==> src/rftc_pkg.sv <==
// Package: register map, field layout, reset values and shared types of the RF transmitter regs
package rftc_pkg;

  // Register offsets in I/O space
  localparam logic [5:0] RFTC_LOCK_CFG_ADDR  = 6'h10;
  localparam logic [5:0] RFTC_TX_CTRL_ADDR   = 6'h12;
  localparam logic [5:0] RFTC_ATTEN_ADDR     = 6'h14;
  localparam logic [5:0] RFTC_TUNE_ADDR      = 6'h16;
  localparam logic [5:0] RFTC_LOCK_CFG2_ADDR = 6'h17;
  localparam logic [5:0] RFTC_BIT_OP_LIMIT   = 6'h1F;

  // Reset values
  localparam logic [7:0] RFTC_LOCK_CFG_RST  = 8'h00;
  localparam logic [7:0] RFTC_TX_CTRL_RST   = 8'h00;
  localparam logic [7:0] RFTC_ATTEN_RST     = 8'h00;
  localparam logic [4:0] RFTC_TUNE_RST      = 5'h00;
  localparam logic [7:0] RFTC_LOCK_CFG2_RST = 8'h00;

  // Writable bit masks; reserved bits stay zero
  localparam logic [7:0] RFTC_LOCK_CFG_MASK = 8'h1F;
  localparam logic [7:0] RFTC_TX_CTRL_MASK  = 8'h30;
  localparam logic [7:0] RFTC_ATTEN_MASK    = 8'h3F;
  localparam logic [7:0] RFTC_TUNE_MASK     = 8'h1F;

  // Field positions
  localparam int RFTC_HOLD_BIT     = 4;
  localparam int RFTC_KEY_BO_BIT   = 3;
  localparam int RFTC_BO_DIS_BIT   = 2;
  localparam int RFTC_SYNTH_EN_BIT = 5;
  localparam int RFTC_AMP_KEY_BIT  = 4;
  localparam int RFTC_LOCK_BIT     = 2;
  localparam int RFTC_WIN_LSB      = 6;

  // Attenuation limits and steps in dB
  localparam logic [2:0] RFTC_ATTEN_CODE_MAX = 3'h5;
  localparam logic [5:0] RFTC_COARSE_STEP_DB = 6'h06;

  // Lock/unlock delay base in reference clocks
  localparam int RFTC_DELAY_BASE_LOG2 = 3;

  // I/O access operations from the core
  typedef enum logic [2:0] {
    RFTC_OP_NONE  = 3'b000,
    RFTC_OP_WRITE = 3'b001,
    RFTC_OP_READ  = 3'b010,
    RFTC_OP_SET   = 3'b011,
    RFTC_OP_CLEAR = 3'b100
  } rftc_op_t;

  // Core-side request carrier
  typedef struct packed {
    rftc_op_t   op;
    logic [5:0] addr;
    logic [2:0] bit_sel;
    logic [7:0] wdata;
  } rftc_req_t;

  // Analog controls carrier
  typedef struct packed {
    logic       synth_on;
    logic       amp_on;
    logic [5:0] atten_db;
    logic       atten_invalid;
    logic [4:0] tank_cap_code;
  } rftc_analog_t;

endpackage : rftc_pkg

==> src/rftc_regs.sv <==
// RF transmitter control and status registers on the core I/O space
// Notes on behaviour
// - Hold bit high keeps unlock counter in reset, disabling slip-based unlock detection.
// - Hold is level sensitive; unlock counter advances only while hold is zero.
// - With key blackout enabled, key rising edge starts blackout ignoring slips.
// - Blackout disabled counts slips at once, but only while lock is asserted.
// - Slip field codes 0..3 unlock on the first to fourth counted slip.
// - No slip counts unless blackout disabled or blackout window expired.
// - Synth enable bit turns the PLL synthesizer on; clearing turns it off.
// - Amp key bit turns on the power amplifier, keying the carrier.
// - Read-only lock status bit is set while the synthesizer is locked.
// - Applied attenuation is coarse setting plus fine setting.
// - Coarse field bits 5:3 steps 6 dB, codes 0..5; 6 and 7 invalid.
// - Fine field bits 2:0 steps 1 dB, codes 0..5; 6 and 7 invalid.
// - All-zero attenuation bits select maximum output power.
// - Five-bit tank code switches capacitance linearly, 0.03 pF per step.
// - Window comparator outputs read back as bits 7 and 6 of tuning reg.
// - Window code 00 inside, 01 below, 10 above; 11 never valid.
// - Registers at 0x00..0x1F support bit set, clear and test.
// - Blackout lasts 8 to 1024 reference clocks; restarts on key, lock, hold.
// - Lock asserts after 8 to 1024 reference clocks; restarts on faults.
module rftc_regs
  import rftc_pkg::*;
(
  // Clock and reset
  input  wire logic         clk,
  input  wire logic         rst,
  // Core I/O access
  input  rftc_req_t         io_req,
  output logic [7:0]        io_rdata,
  output logic              io_bit_test,
  // PLL and comparator inputs
  input  wire logic         ref_tick,
  input  wire logic         cycle_slip,
  input  wire logic         phase_unlocked,
  input  wire logic         ref_too_low,
  input  wire logic [1:0]   ctrl_voltage_window,
  // Analog controls
  output rftc_analog_t      analog_ctrl
);

  logic [7:0]   lock_cfg_reg;
  logic [7:0]   tx_ctrl_reg;
  logic [7:0]   atten_reg;
  logic [4:0]   tune_reg;
  logic [7:0]   lock_cfg2_reg;
  logic [1:0]   win_reg;
  logic         lock_stat;
  logic [7:0]   rdata_reg;
  logic         bit_test_reg;
  rftc_analog_t analog_reg;
  rftc_analog_t analog_next;

  // Dest value for an access: byte write, or one bit set or cleared
  function automatic logic [7:0] apply_op(input rftc_req_t r, input logic [7:0] cur,
                                          input logic [7:0] mask);
    logic [7:0] v;
    v = cur;
    unique case (r.op)
      RFTC_OP_WRITE: v = r.wdata;
      RFTC_OP_SET:   v = cur | (8'h01 << r.bit_sel);
      RFTC_OP_CLEAR: v = cur & ~(8'h01 << r.bit_sel);
      default:       v = cur;
    endcase
    apply_op = v & mask;
  endfunction : apply_op

  // Bit ops only reach the lower bit-addressable window
  wire bit_op    = (io_req.op == RFTC_OP_SET) | (io_req.op == RFTC_OP_CLEAR);
  wire op_ok     = ~bit_op | (io_req.addr <= RFTC_BIT_OP_LIMIT);
  wire wr_any    = ((io_req.op == RFTC_OP_WRITE) | bit_op) & op_ok;
  wire wr_lock   = wr_any & (io_req.addr == RFTC_LOCK_CFG_ADDR);
  wire wr_tx     = wr_any & (io_req.addr == RFTC_TX_CTRL_ADDR);
  wire wr_atten  = wr_any & (io_req.addr == RFTC_ATTEN_ADDR);
  wire wr_tune   = wr_any & (io_req.addr == RFTC_TUNE_ADDR);
  wire wr_lock2  = wr_any & (io_req.addr == RFTC_LOCK_CFG2_ADDR);
  // Tuning write image; only the low five bits are stored
  wire [7:0] tune_new = apply_op(io_req, {3'h0, tune_reg}, RFTC_TUNE_MASK);

  // Live readback image; lock and window status merged in
  wire [7:0] tx_view   = tx_ctrl_reg | (8'(lock_stat) << RFTC_LOCK_BIT);
  wire [7:0] tune_view = {win_reg, 1'b0, tune_reg};
  wire [7:0] rd_mux    = (io_req.addr == RFTC_LOCK_CFG_ADDR)  ? lock_cfg_reg  :
                         (io_req.addr == RFTC_TX_CTRL_ADDR)   ? tx_view       :
                         (io_req.addr == RFTC_ATTEN_ADDR)     ? atten_reg     :
                         (io_req.addr == RFTC_TUNE_ADDR)      ? tune_view     :
                         (io_req.addr == RFTC_LOCK_CFG2_ADDR) ? lock_cfg2_reg : 8'h00;

  // Control registers
  always_ff @(posedge clk or posedge rst) begin
    if (rst) begin
      lock_cfg_reg  <= RFTC_LOCK_CFG_RST;
      tx_ctrl_reg   <= RFTC_TX_CTRL_RST;
      atten_reg     <= RFTC_ATTEN_RST;
      tune_reg      <= RFTC_TUNE_RST;
      lock_cfg2_reg <= RFTC_LOCK_CFG2_RST;
    end else begin
      if (wr_lock)  lock_cfg_reg  <= apply_op(io_req, lock_cfg_reg, RFTC_LOCK_CFG_MASK);
      if (wr_tx)    tx_ctrl_reg   <= apply_op(io_req, tx_ctrl_reg, RFTC_TX_CTRL_MASK);
      if (wr_atten) atten_reg     <= apply_op(io_req, atten_reg, RFTC_ATTEN_MASK);
      if (wr_tune)  tune_reg      <= tune_new[4:0];
      if (wr_lock2) lock_cfg2_reg <= apply_op(io_req, lock_cfg2_reg, 8'hFF);
    end
  end

  // Comparator sample; cleared to 00 by reset, then taken every clock
  always_ff @(posedge clk or posedge rst) begin
    if (rst) win_reg <= 2'h0;
    else     win_reg <= ctrl_voltage_window;
  end

  // Read data and bit-test result, one cycle after the request
  always_ff @(posedge clk or posedge rst) begin
    if (rst) begin
      rdata_reg    <= 8'h00;
      bit_test_reg <= 1'b0;
    end else begin
      rdata_reg    <= (io_req.op == RFTC_OP_READ) ? rd_mux : rdata_reg;
      bit_test_reg <= rd_mux[io_req.bit_sel] & (io_req.addr <= RFTC_BIT_OP_LIMIT);
    end
  end

  // Lock/unlock detector
  rftc_lock_det u_lock_det (
    .clk                      (clk),
    .rst                      (rst),
    .ref_tick                 (ref_tick),
    .cycle_slip               (cycle_slip),
    .phase_unlocked           (phase_unlocked),
    .ref_too_low              (ref_too_low),
    .synth_enable             (tx_ctrl_reg[RFTC_SYNTH_EN_BIT]),
    .amp_key                  (tx_ctrl_reg[RFTC_AMP_KEY_BIT]),
    .unlock_counter_hold      (lock_cfg_reg[RFTC_HOLD_BIT]),
    .key_edge_blackout_enable (lock_cfg_reg[RFTC_KEY_BO_BIT]),
    .blackout_disable         (lock_cfg_reg[RFTC_BO_DIS_BIT]),
    .slip_limit               (lock_cfg_reg[1:0]),
    .blackout_length          (lock_cfg2_reg[5:3]),
    .lock_delay_length        (lock_cfg2_reg[2:0]),
    .lock_force               (lock_cfg2_reg[6]),
    .lock_detect              (lock_stat)
  );

  // Analog control decode; invalid codes flagged, not clamped
  wire [2:0] coarse_atten = atten_reg[5:3];
  wire [2:0] fine_atten   = atten_reg[2:0];
  always_comb begin
    analog_next.synth_on      = tx_ctrl_reg[RFTC_SYNTH_EN_BIT];
    analog_next.amp_on        = tx_ctrl_reg[RFTC_AMP_KEY_BIT];
    analog_next.atten_db      = 6'(coarse_atten * RFTC_COARSE_STEP_DB) + 6'(fine_atten);
    analog_next.atten_invalid = (coarse_atten > RFTC_ATTEN_CODE_MAX) |
                                (fine_atten > RFTC_ATTEN_CODE_MAX);
    analog_next.tank_cap_code = tune_reg;
  end

  always_ff @(posedge clk or posedge rst) begin
    if (rst) analog_reg <= '0;
    else     analog_reg <= analog_next;
  end

  assign io_rdata    = rdata_reg;
  assign io_bit_test = bit_test_reg;
  assign analog_ctrl = analog_reg;

  // Checks
  chk_atten_sum: assert property (@(posedge clk) disable iff (rst)
    ##1 analog_ctrl.atten_db == 6'($past(coarse_atten) * 6) + 6'($past(fine_atten)))
    else $error("attenuation not coarse plus fine");
  chk_zero_atten: assert property (@(posedge clk) disable iff (rst)
    atten_reg[5:0] == 6'h00 |=> analog_ctrl.atten_db == 6'h00)
    else $error("zero code did not give full power");
  chk_synth_follow: assert property (@(posedge clk) disable iff (rst)
    wr_tx && io_req.op == RFTC_OP_WRITE |=> ##1 analog_ctrl.synth_on == $past(io_req.wdata[5], 2))
    else $error("synth enable not applied");
  chk_amp_follow: assert property (@(posedge clk) disable iff (rst)
    wr_tx && io_req.op == RFTC_OP_SET && io_req.bit_sel == 3'h4 |=> ##1 analog_ctrl.amp_on)
    else $error("amp key set not applied");
  chk_hold_no_lock: assert property (@(posedge clk) disable iff (rst)
    !lock_cfg2_reg[6] && lock_cfg_reg[4] && !lock_stat |=> !lock_stat || !cycle_slip)
    else $error("lock rose while held with slip");
  chk_reserved_zero: assert property (@(posedge clk) disable iff (rst)
    lock_cfg_reg[7:5] == 3'h0 && tx_ctrl_reg[7:6] == 2'h0 && atten_reg[7:6] == 2'h0)
    else $error("reserved bit stored");
  chk_window_read: assert property (@(posedge clk) disable iff (rst)
    io_req.op == RFTC_OP_READ && io_req.addr == RFTC_TUNE_ADDR |=> io_rdata[7:6] == $past(win_reg))
    else $error("window bits not read back");
  chk_lock_read: assert property (@(posedge clk) disable iff (rst)
    io_req.op == RFTC_OP_READ && io_req.addr == RFTC_TX_CTRL_ADDR |=> io_rdata[2] == $past(lock_stat))
    else $error("lock status not read back");
  chk_bit_limit: assert property (@(posedge clk) disable iff (rst)
    bit_op && io_req.addr > RFTC_BIT_OP_LIMIT |-> !wr_any)
    else $error("bit op above window accepted");

  cov_lock_up:   cover property (@(posedge clk) disable iff (rst) $rose(lock_stat));
  cov_lock_drop: cover property (@(posedge clk) disable iff (rst) $fell(lock_stat));
  cov_bit_set:   cover property (@(posedge clk) disable iff (rst) wr_atten && io_req.op == RFTC_OP_SET);
  cov_invalid:   cover property (@(posedge clk) disable iff (rst) analog_ctrl.atten_invalid);

endmodule : rftc_regs

==> src/rftc_lock_det.sv <==
// PLL lock and unlock detector with blackout window and cycle-slip counter
module rftc_lock_det
  import rftc_pkg::*;
#(
  parameter int CNT_W = 11
) (
  // Clock and reset
  input  wire logic       clk,
  input  wire logic       rst,
  // Reference clock tick and PLL events
  input  wire logic       ref_tick,
  input  wire logic       cycle_slip,
  input  wire logic       phase_unlocked,
  input  wire logic       ref_too_low,
  // Configuration
  input  wire logic       synth_enable,
  input  wire logic       amp_key,
  input  wire logic       unlock_counter_hold,
  input  wire logic       key_edge_blackout_enable,
  input  wire logic       blackout_disable,
  input  wire logic [1:0] slip_limit,
  input  wire logic [2:0] blackout_length,
  input  wire logic [2:0] lock_delay_length,
  input  wire logic       lock_force,
  // Lock status
  output logic            lock_detect
);

  logic [CNT_W-1:0] lock_cnt_reg;
  logic [CNT_W-1:0] bo_cnt_reg;
  logic [1:0]       slip_cnt_reg;
  logic             bo_done_reg;
  logic             lock_reg;
  logic             key_d_reg;
  logic             lock_d_reg;

  // Delay in reference clocks for a 3-bit length code
  function automatic logic [CNT_W-1:0] delay_of(input logic [2:0] code);
    delay_of = CNT_W'(1) << (RFTC_DELAY_BASE_LOG2 + int'(code));
  endfunction : delay_of

  wire key_rise    = amp_key & ~key_d_reg;
  wire lock_rise   = lock_reg & ~lock_d_reg;
  // Blackout restarts on key edge, lock rise, or while held
  wire bo_restart  = unlock_counter_hold | (key_rise & key_edge_blackout_enable) | lock_rise;
  // Slips count only outside blackout and while locked
  wire slip_open   = (blackout_disable | bo_done_reg) & lock_reg & ~unlock_counter_hold;
  wire slip_hit    = cycle_slip & slip_open;
  wire slip_trip   = slip_hit & (slip_cnt_reg == slip_limit);
  // A slip restarts only the lock count; once locked, slips go through the slip counter
  wire lock_clear  = ~synth_enable | (cycle_slip & ~lock_reg) | phase_unlocked | ref_too_low;
  wire lock_reach  = ref_tick & (lock_cnt_reg == delay_of(lock_delay_length) - CNT_W'(1));

  // Edge history for key and lock
  always_ff @(posedge clk or posedge rst) begin
    if (rst) begin
      key_d_reg  <= 1'b0;
      lock_d_reg <= 1'b0;
    end else begin
      key_d_reg  <= amp_key;
      lock_d_reg <= lock_reg;
    end
  end

  // Lock counter; a tripped slip count also drops lock
  always_ff @(posedge clk or posedge rst) begin
    if (rst) begin
      lock_cnt_reg <= '0;
      lock_reg     <= 1'b0;
    end else if (lock_clear | slip_trip) begin
      lock_cnt_reg <= '0;
      lock_reg     <= 1'b0;
    end else if (lock_reach) begin
      lock_reg <= 1'b1;
    end else if (ref_tick & ~lock_reg) begin
      lock_cnt_reg <= lock_cnt_reg + CNT_W'(1);
    end
  end

  // Blackout counter and slip counter
  always_ff @(posedge clk or posedge rst) begin
    if (rst) begin
      bo_cnt_reg   <= '0;
      bo_done_reg  <= 1'b0;
      slip_cnt_reg <= 2'h0;
    end else if (bo_restart | ~lock_reg) begin
      bo_cnt_reg   <= '0;
      bo_done_reg  <= 1'b0;
      slip_cnt_reg <= 2'h0;
    end else begin
      if (ref_tick & ~bo_done_reg) begin
        bo_cnt_reg  <= bo_cnt_reg + CNT_W'(1);
        bo_done_reg <= (bo_cnt_reg == delay_of(blackout_length) - CNT_W'(1));
      end
      if (slip_hit & ~slip_trip) slip_cnt_reg <= slip_cnt_reg + 2'h1;
    end
  end

  // Force keeps lock status reading high whatever the detector state
  assign lock_detect = lock_reg | lock_force;

endmodule : rftc_lock_det

==> config.mk <==
export PLATFORM = sky130hd
export DESIGN_NAME = rftc_regs
export DESIGN_NICKNAME = d
export VERILOG_FILES = /design/src/rftc_pkg.sv /design/src/rftc_regs.sv /design/src/rftc_lock_det.sv
export SDC_FILE = /design/constraint.sdc
export NUM_CORES = 1
export LEC_CHECK = 0
export BUFFER_PORTS_ARGS = -buffer_cell sky130_fd_sc_hd__clkbuf_2
export CORE_ASPECT_RATIO = 1.1
export CORE_MARGIN = 1.5
export CORE_UTILIZATION = 53
export DETAILED_ROUTE_END_ITERATION = 12
export MAX_ROUTING_LAYER = met4
export PLACE_DENSITY = 0.76
export SETUP_SLACK_MARGIN = 0.02
export SYNTH_ARGS = -nofsm -noshare
export SYNTH_HDL_FRONTEND = slang
export SYNTH_SLANG_ARGS = --single-unit
export TNS_END_PERCENT = 30
==> constraint.sdc <==
create_clock -name clk -period 2.3 [get_ports clk]
set_clock_uncertainty 0.15 [all_clocks]
set_input_delay 0.23 -clock clk [delete_from_list [all_inputs] [get_ports clk]]
set_output_delay 0.23 -clock clk [all_outputs]
set_load 0.02 [all_outputs]
==> results.md <==
- Critical path required time: 2420 ps
- Gr ovfl total: 0
- Share of cells above drive strength 1: 0.198
- Worst VDD drop: 662 µV
- DR vias/cell: 6.20
- CTS tree: yes
- Vias in the first global route: 4017
- Final Cell Area: 5450 µm²
- Detail Route Antenna Nets: 0
- Worst r2r dst: u_lock_det.lock_cnt_reg[1]
- Yosys top cell area share: 0.425
- Cells along the critical path: buf_6 -> nor2_1 -> o2111ai_1 -> or3_4 -> nor4_4 -> buf_12 -> o21ai_1 -> a21oi_1
- Deepest clock path buffer count: 2
- Worst Path Arrival: 2360 ps
- Final Wtd Congestion: 0.938
- Number of remaining DRC errors: 0
- Crit path largest cell delay: 470 ps
- Fill count: 744
- Worst Reg-to-Reg Cells: 8
- TNS Setup: 0 ps
- LEAKAGE: 2.26 nW
- Final Hold Fails: 0
- Iteration-0 DRC Markers: 279
- Worst setup SP type: register
- Part of the Yosys area used for sequential elements: 0.425
- Async SR Flop Fraction: 1.00
- Final nets: 619
- Quantity of I/O buffers inserted on ports: 50
- Mapped Area: 4590 µm²
- Drt total wl: 12300 µm
- Number of diodes: 0
- WL/cell: 17.7 µm
- F_max: 446 MHz
- Worst Setup SP: lock_cfg2_reg[1]
- Slew Limit Fails: 0
- GRT Total Usage: 0.285
- Initial antenna violation count: 0
- Status: finished, final reports clean
- Die X: 91.8 µm
- DP HPWL: 9010 µm
- Clock Sink Count: 78
- Worst-Margin Slew: 626 ps
- Endpoints failing setup: 0
- RSZ-0062 raised after global routing: yes
- Pin count of the biggest net entering global routing: 36
- Most common cell in the netlist: dfrtp_1
- Post-synth EDFFs: 0
- Register-to-Register Setup Slack: 60 ps
- Synthesized area per cell: 9.12 µm²
- First-pass GRT wire length: 20000 µm
- Fin crit period: 2240 ps
- Die area: 9240 µm²
- Final core occ: 0.648
- Fin Hold WS: 23.3 ps
- Power per Cell Area: 765 nW/µm²
- R2R Path Start: lock_cfg2_reg[1]
- Placed cell area: 5080 µm²
- Top cells by area, synth: dfrtp_1, nand2_1, a21oi_1, nor2_1, o21ai_0
- Most used DFF post-synth: dfrtp_1
- Ys Warns: 0
- Synth area leader: dfrtp_1
- Hold crit path type: input pin to register
- Crit path to: u_lock_det.lock_cnt_reg[1]
- DR pass1 iterations: 5
- Area Growth Syn to Fin: 18.5%
- Core Footprint: 8410 µm²
- Commonest cells in the netlist: dfrtp_1, nand2_1, nor2_1, a21oi_1, o21ai_0
- Root Buffer: clkbuf_8
- Slowest CP cell: dfrtp_2
- Clock transition at path regs: 80 ps
- WS Path Type: register to register
- Final period utilization: 0.974
- Die height: 101 µm
- CTS H-tree depth: 3
- Crit. End Element: register
- Ports: 51
- Worst-Skew Late Latency: 360 ps
- Crit Path Max Fanout: 17
- Via Count: 4312
- Starting Density: 0.546
- Slew HR: 0.579
- CTS Buf Count: 9
- Row cnt: 35
- Max cap viols: 0
- Largest register FFs: 13
- Gate Count Post-Synth: 504
- Yosys reg bits: 78
- Synth unique cells: 73
how the worst min path moves through the flow:
stage	end	from	cells after the start
2_1_floorplan	win_reg[0]	ctrl_voltage_window[0]	0
3_3_place_gp	io_rdata[4]	rst	2
3_5_place_dp	io_rdata[6]	rst	2
4_1_cts	lock_cfg2_reg[3]	io_req[3]	3
5_1_grt	lock_cfg2_reg[3]	io_req[3]	3
6_report	lock_cfg2_reg[2]	io_req[2]	3
cell type report:
class / instances / area [µm²] / area share
Clock buffer: 11 / 141 / 0.0260
Clock inverter: 5 / 81.3 / 0.0149
Inverter: 11 / 45.0 / 0.00827
Multi-Input combinational cell: 391 / 2490 / 0.458
Sequential cell: 78 / 1950 / 0.359
Tap cell: 111 / 139 / 0.0255
Timing Repair Buffer: 89 / 592 / 0.109
worst max-delay path, delay by kind of cell, from the launching register on:
| kind | cells | cell delay [ps] |
|---|---|---|
| AND/OR/NAND/NOR | 3 | 820 |
| flip-flops | 1 | 470 |
| AO/OA/AOI/OAI | 3 | 370 |
| buffers and inverters | 2 | 330 |
per-stage QoR:
stage / std cells / power, mW / setup WS (ps)
6_report: 696 / 4.17 / 60.0
5_1_grt: 696 / 4.39 / -35.6
4_1_cts: 692 / 4.13 / 83.3
3_5_place_dp: 668 / 2.94 / 17.0
3_3_place_gp: 668 / 2.91 / 131
2_1_floorplan: 505 / 2.61 / 199
cell usage in the layout, fill, tap and decap left out, drive strengths merged, types with 4 or more instances in the layout:
cell type	synthesis	routed
a21oi	37	37
a22oi	7	7
a32oi	4	4
and2	8	8
and3	4	4
buf	12	31
clkbuf	13	61
dfrtp	78	78
dlygate4sd3	0	8
ha	9	9
inv	10	10
mux2i	7	7
nand2	55	55
nand2b	14	14
nand3	17	17
nor2	46	46
nor2b	11	11
nor3	7	7
nor3b	4	4
nor4	5	5
o211ai	7	7
o21ai	39	39
o221ai	12	12
o31ai	9	9
o41ai	5	5
or3	7	7
or4	6	6
xnor2	11	11
xor2	9	9
report_power, final:
part / switching, mW / total [mW] / leakage, nW / internal, mW
sequential: 0.259 / 1.85 / 0.972 / 1.59
combinational: 0.629 / 1.14 / 1.18 / 0.510
clock: 0.530 / 1.17 / 0.110 / 0.643
logic make-up after synthesis:
kind of cell,share of synthesized area
other,0.000816
buffers and inverters,0.0368
adder cells (fa/ha/maj),0.0332
multiplexers,0.0202
flip-flops,0.425
AO/OA/AOI/OAI,0.218
XOR/XNOR,0.0381
AND/OR/NAND/NOR,0.228
layer usage:
layer / vias up / GRT usage / routed length, µm / share of wire
met5: - / - / 0 / 0
met4: 0 / 0.157 / 526 / 0.043
met2: 208 / 0.446 / 5930 / 0.48
met3: 46 / 0.0385 / 774 / 0.063
li1: 1998 / - / - / -
met1: 2060 / 0.360 / 5110 / 0.41
timing repair:
item | 4_1_cts | 5_1_grt
hold buffers | 8 | 0
setup buffers | 0 | 5
endpoints found under the setup margin | 2 | 10
hold endpoints to repair | 24 | 0
resized for setup | 2 | 6
pin swaps | 0 | 2
(Power assumes the default switching activity.)
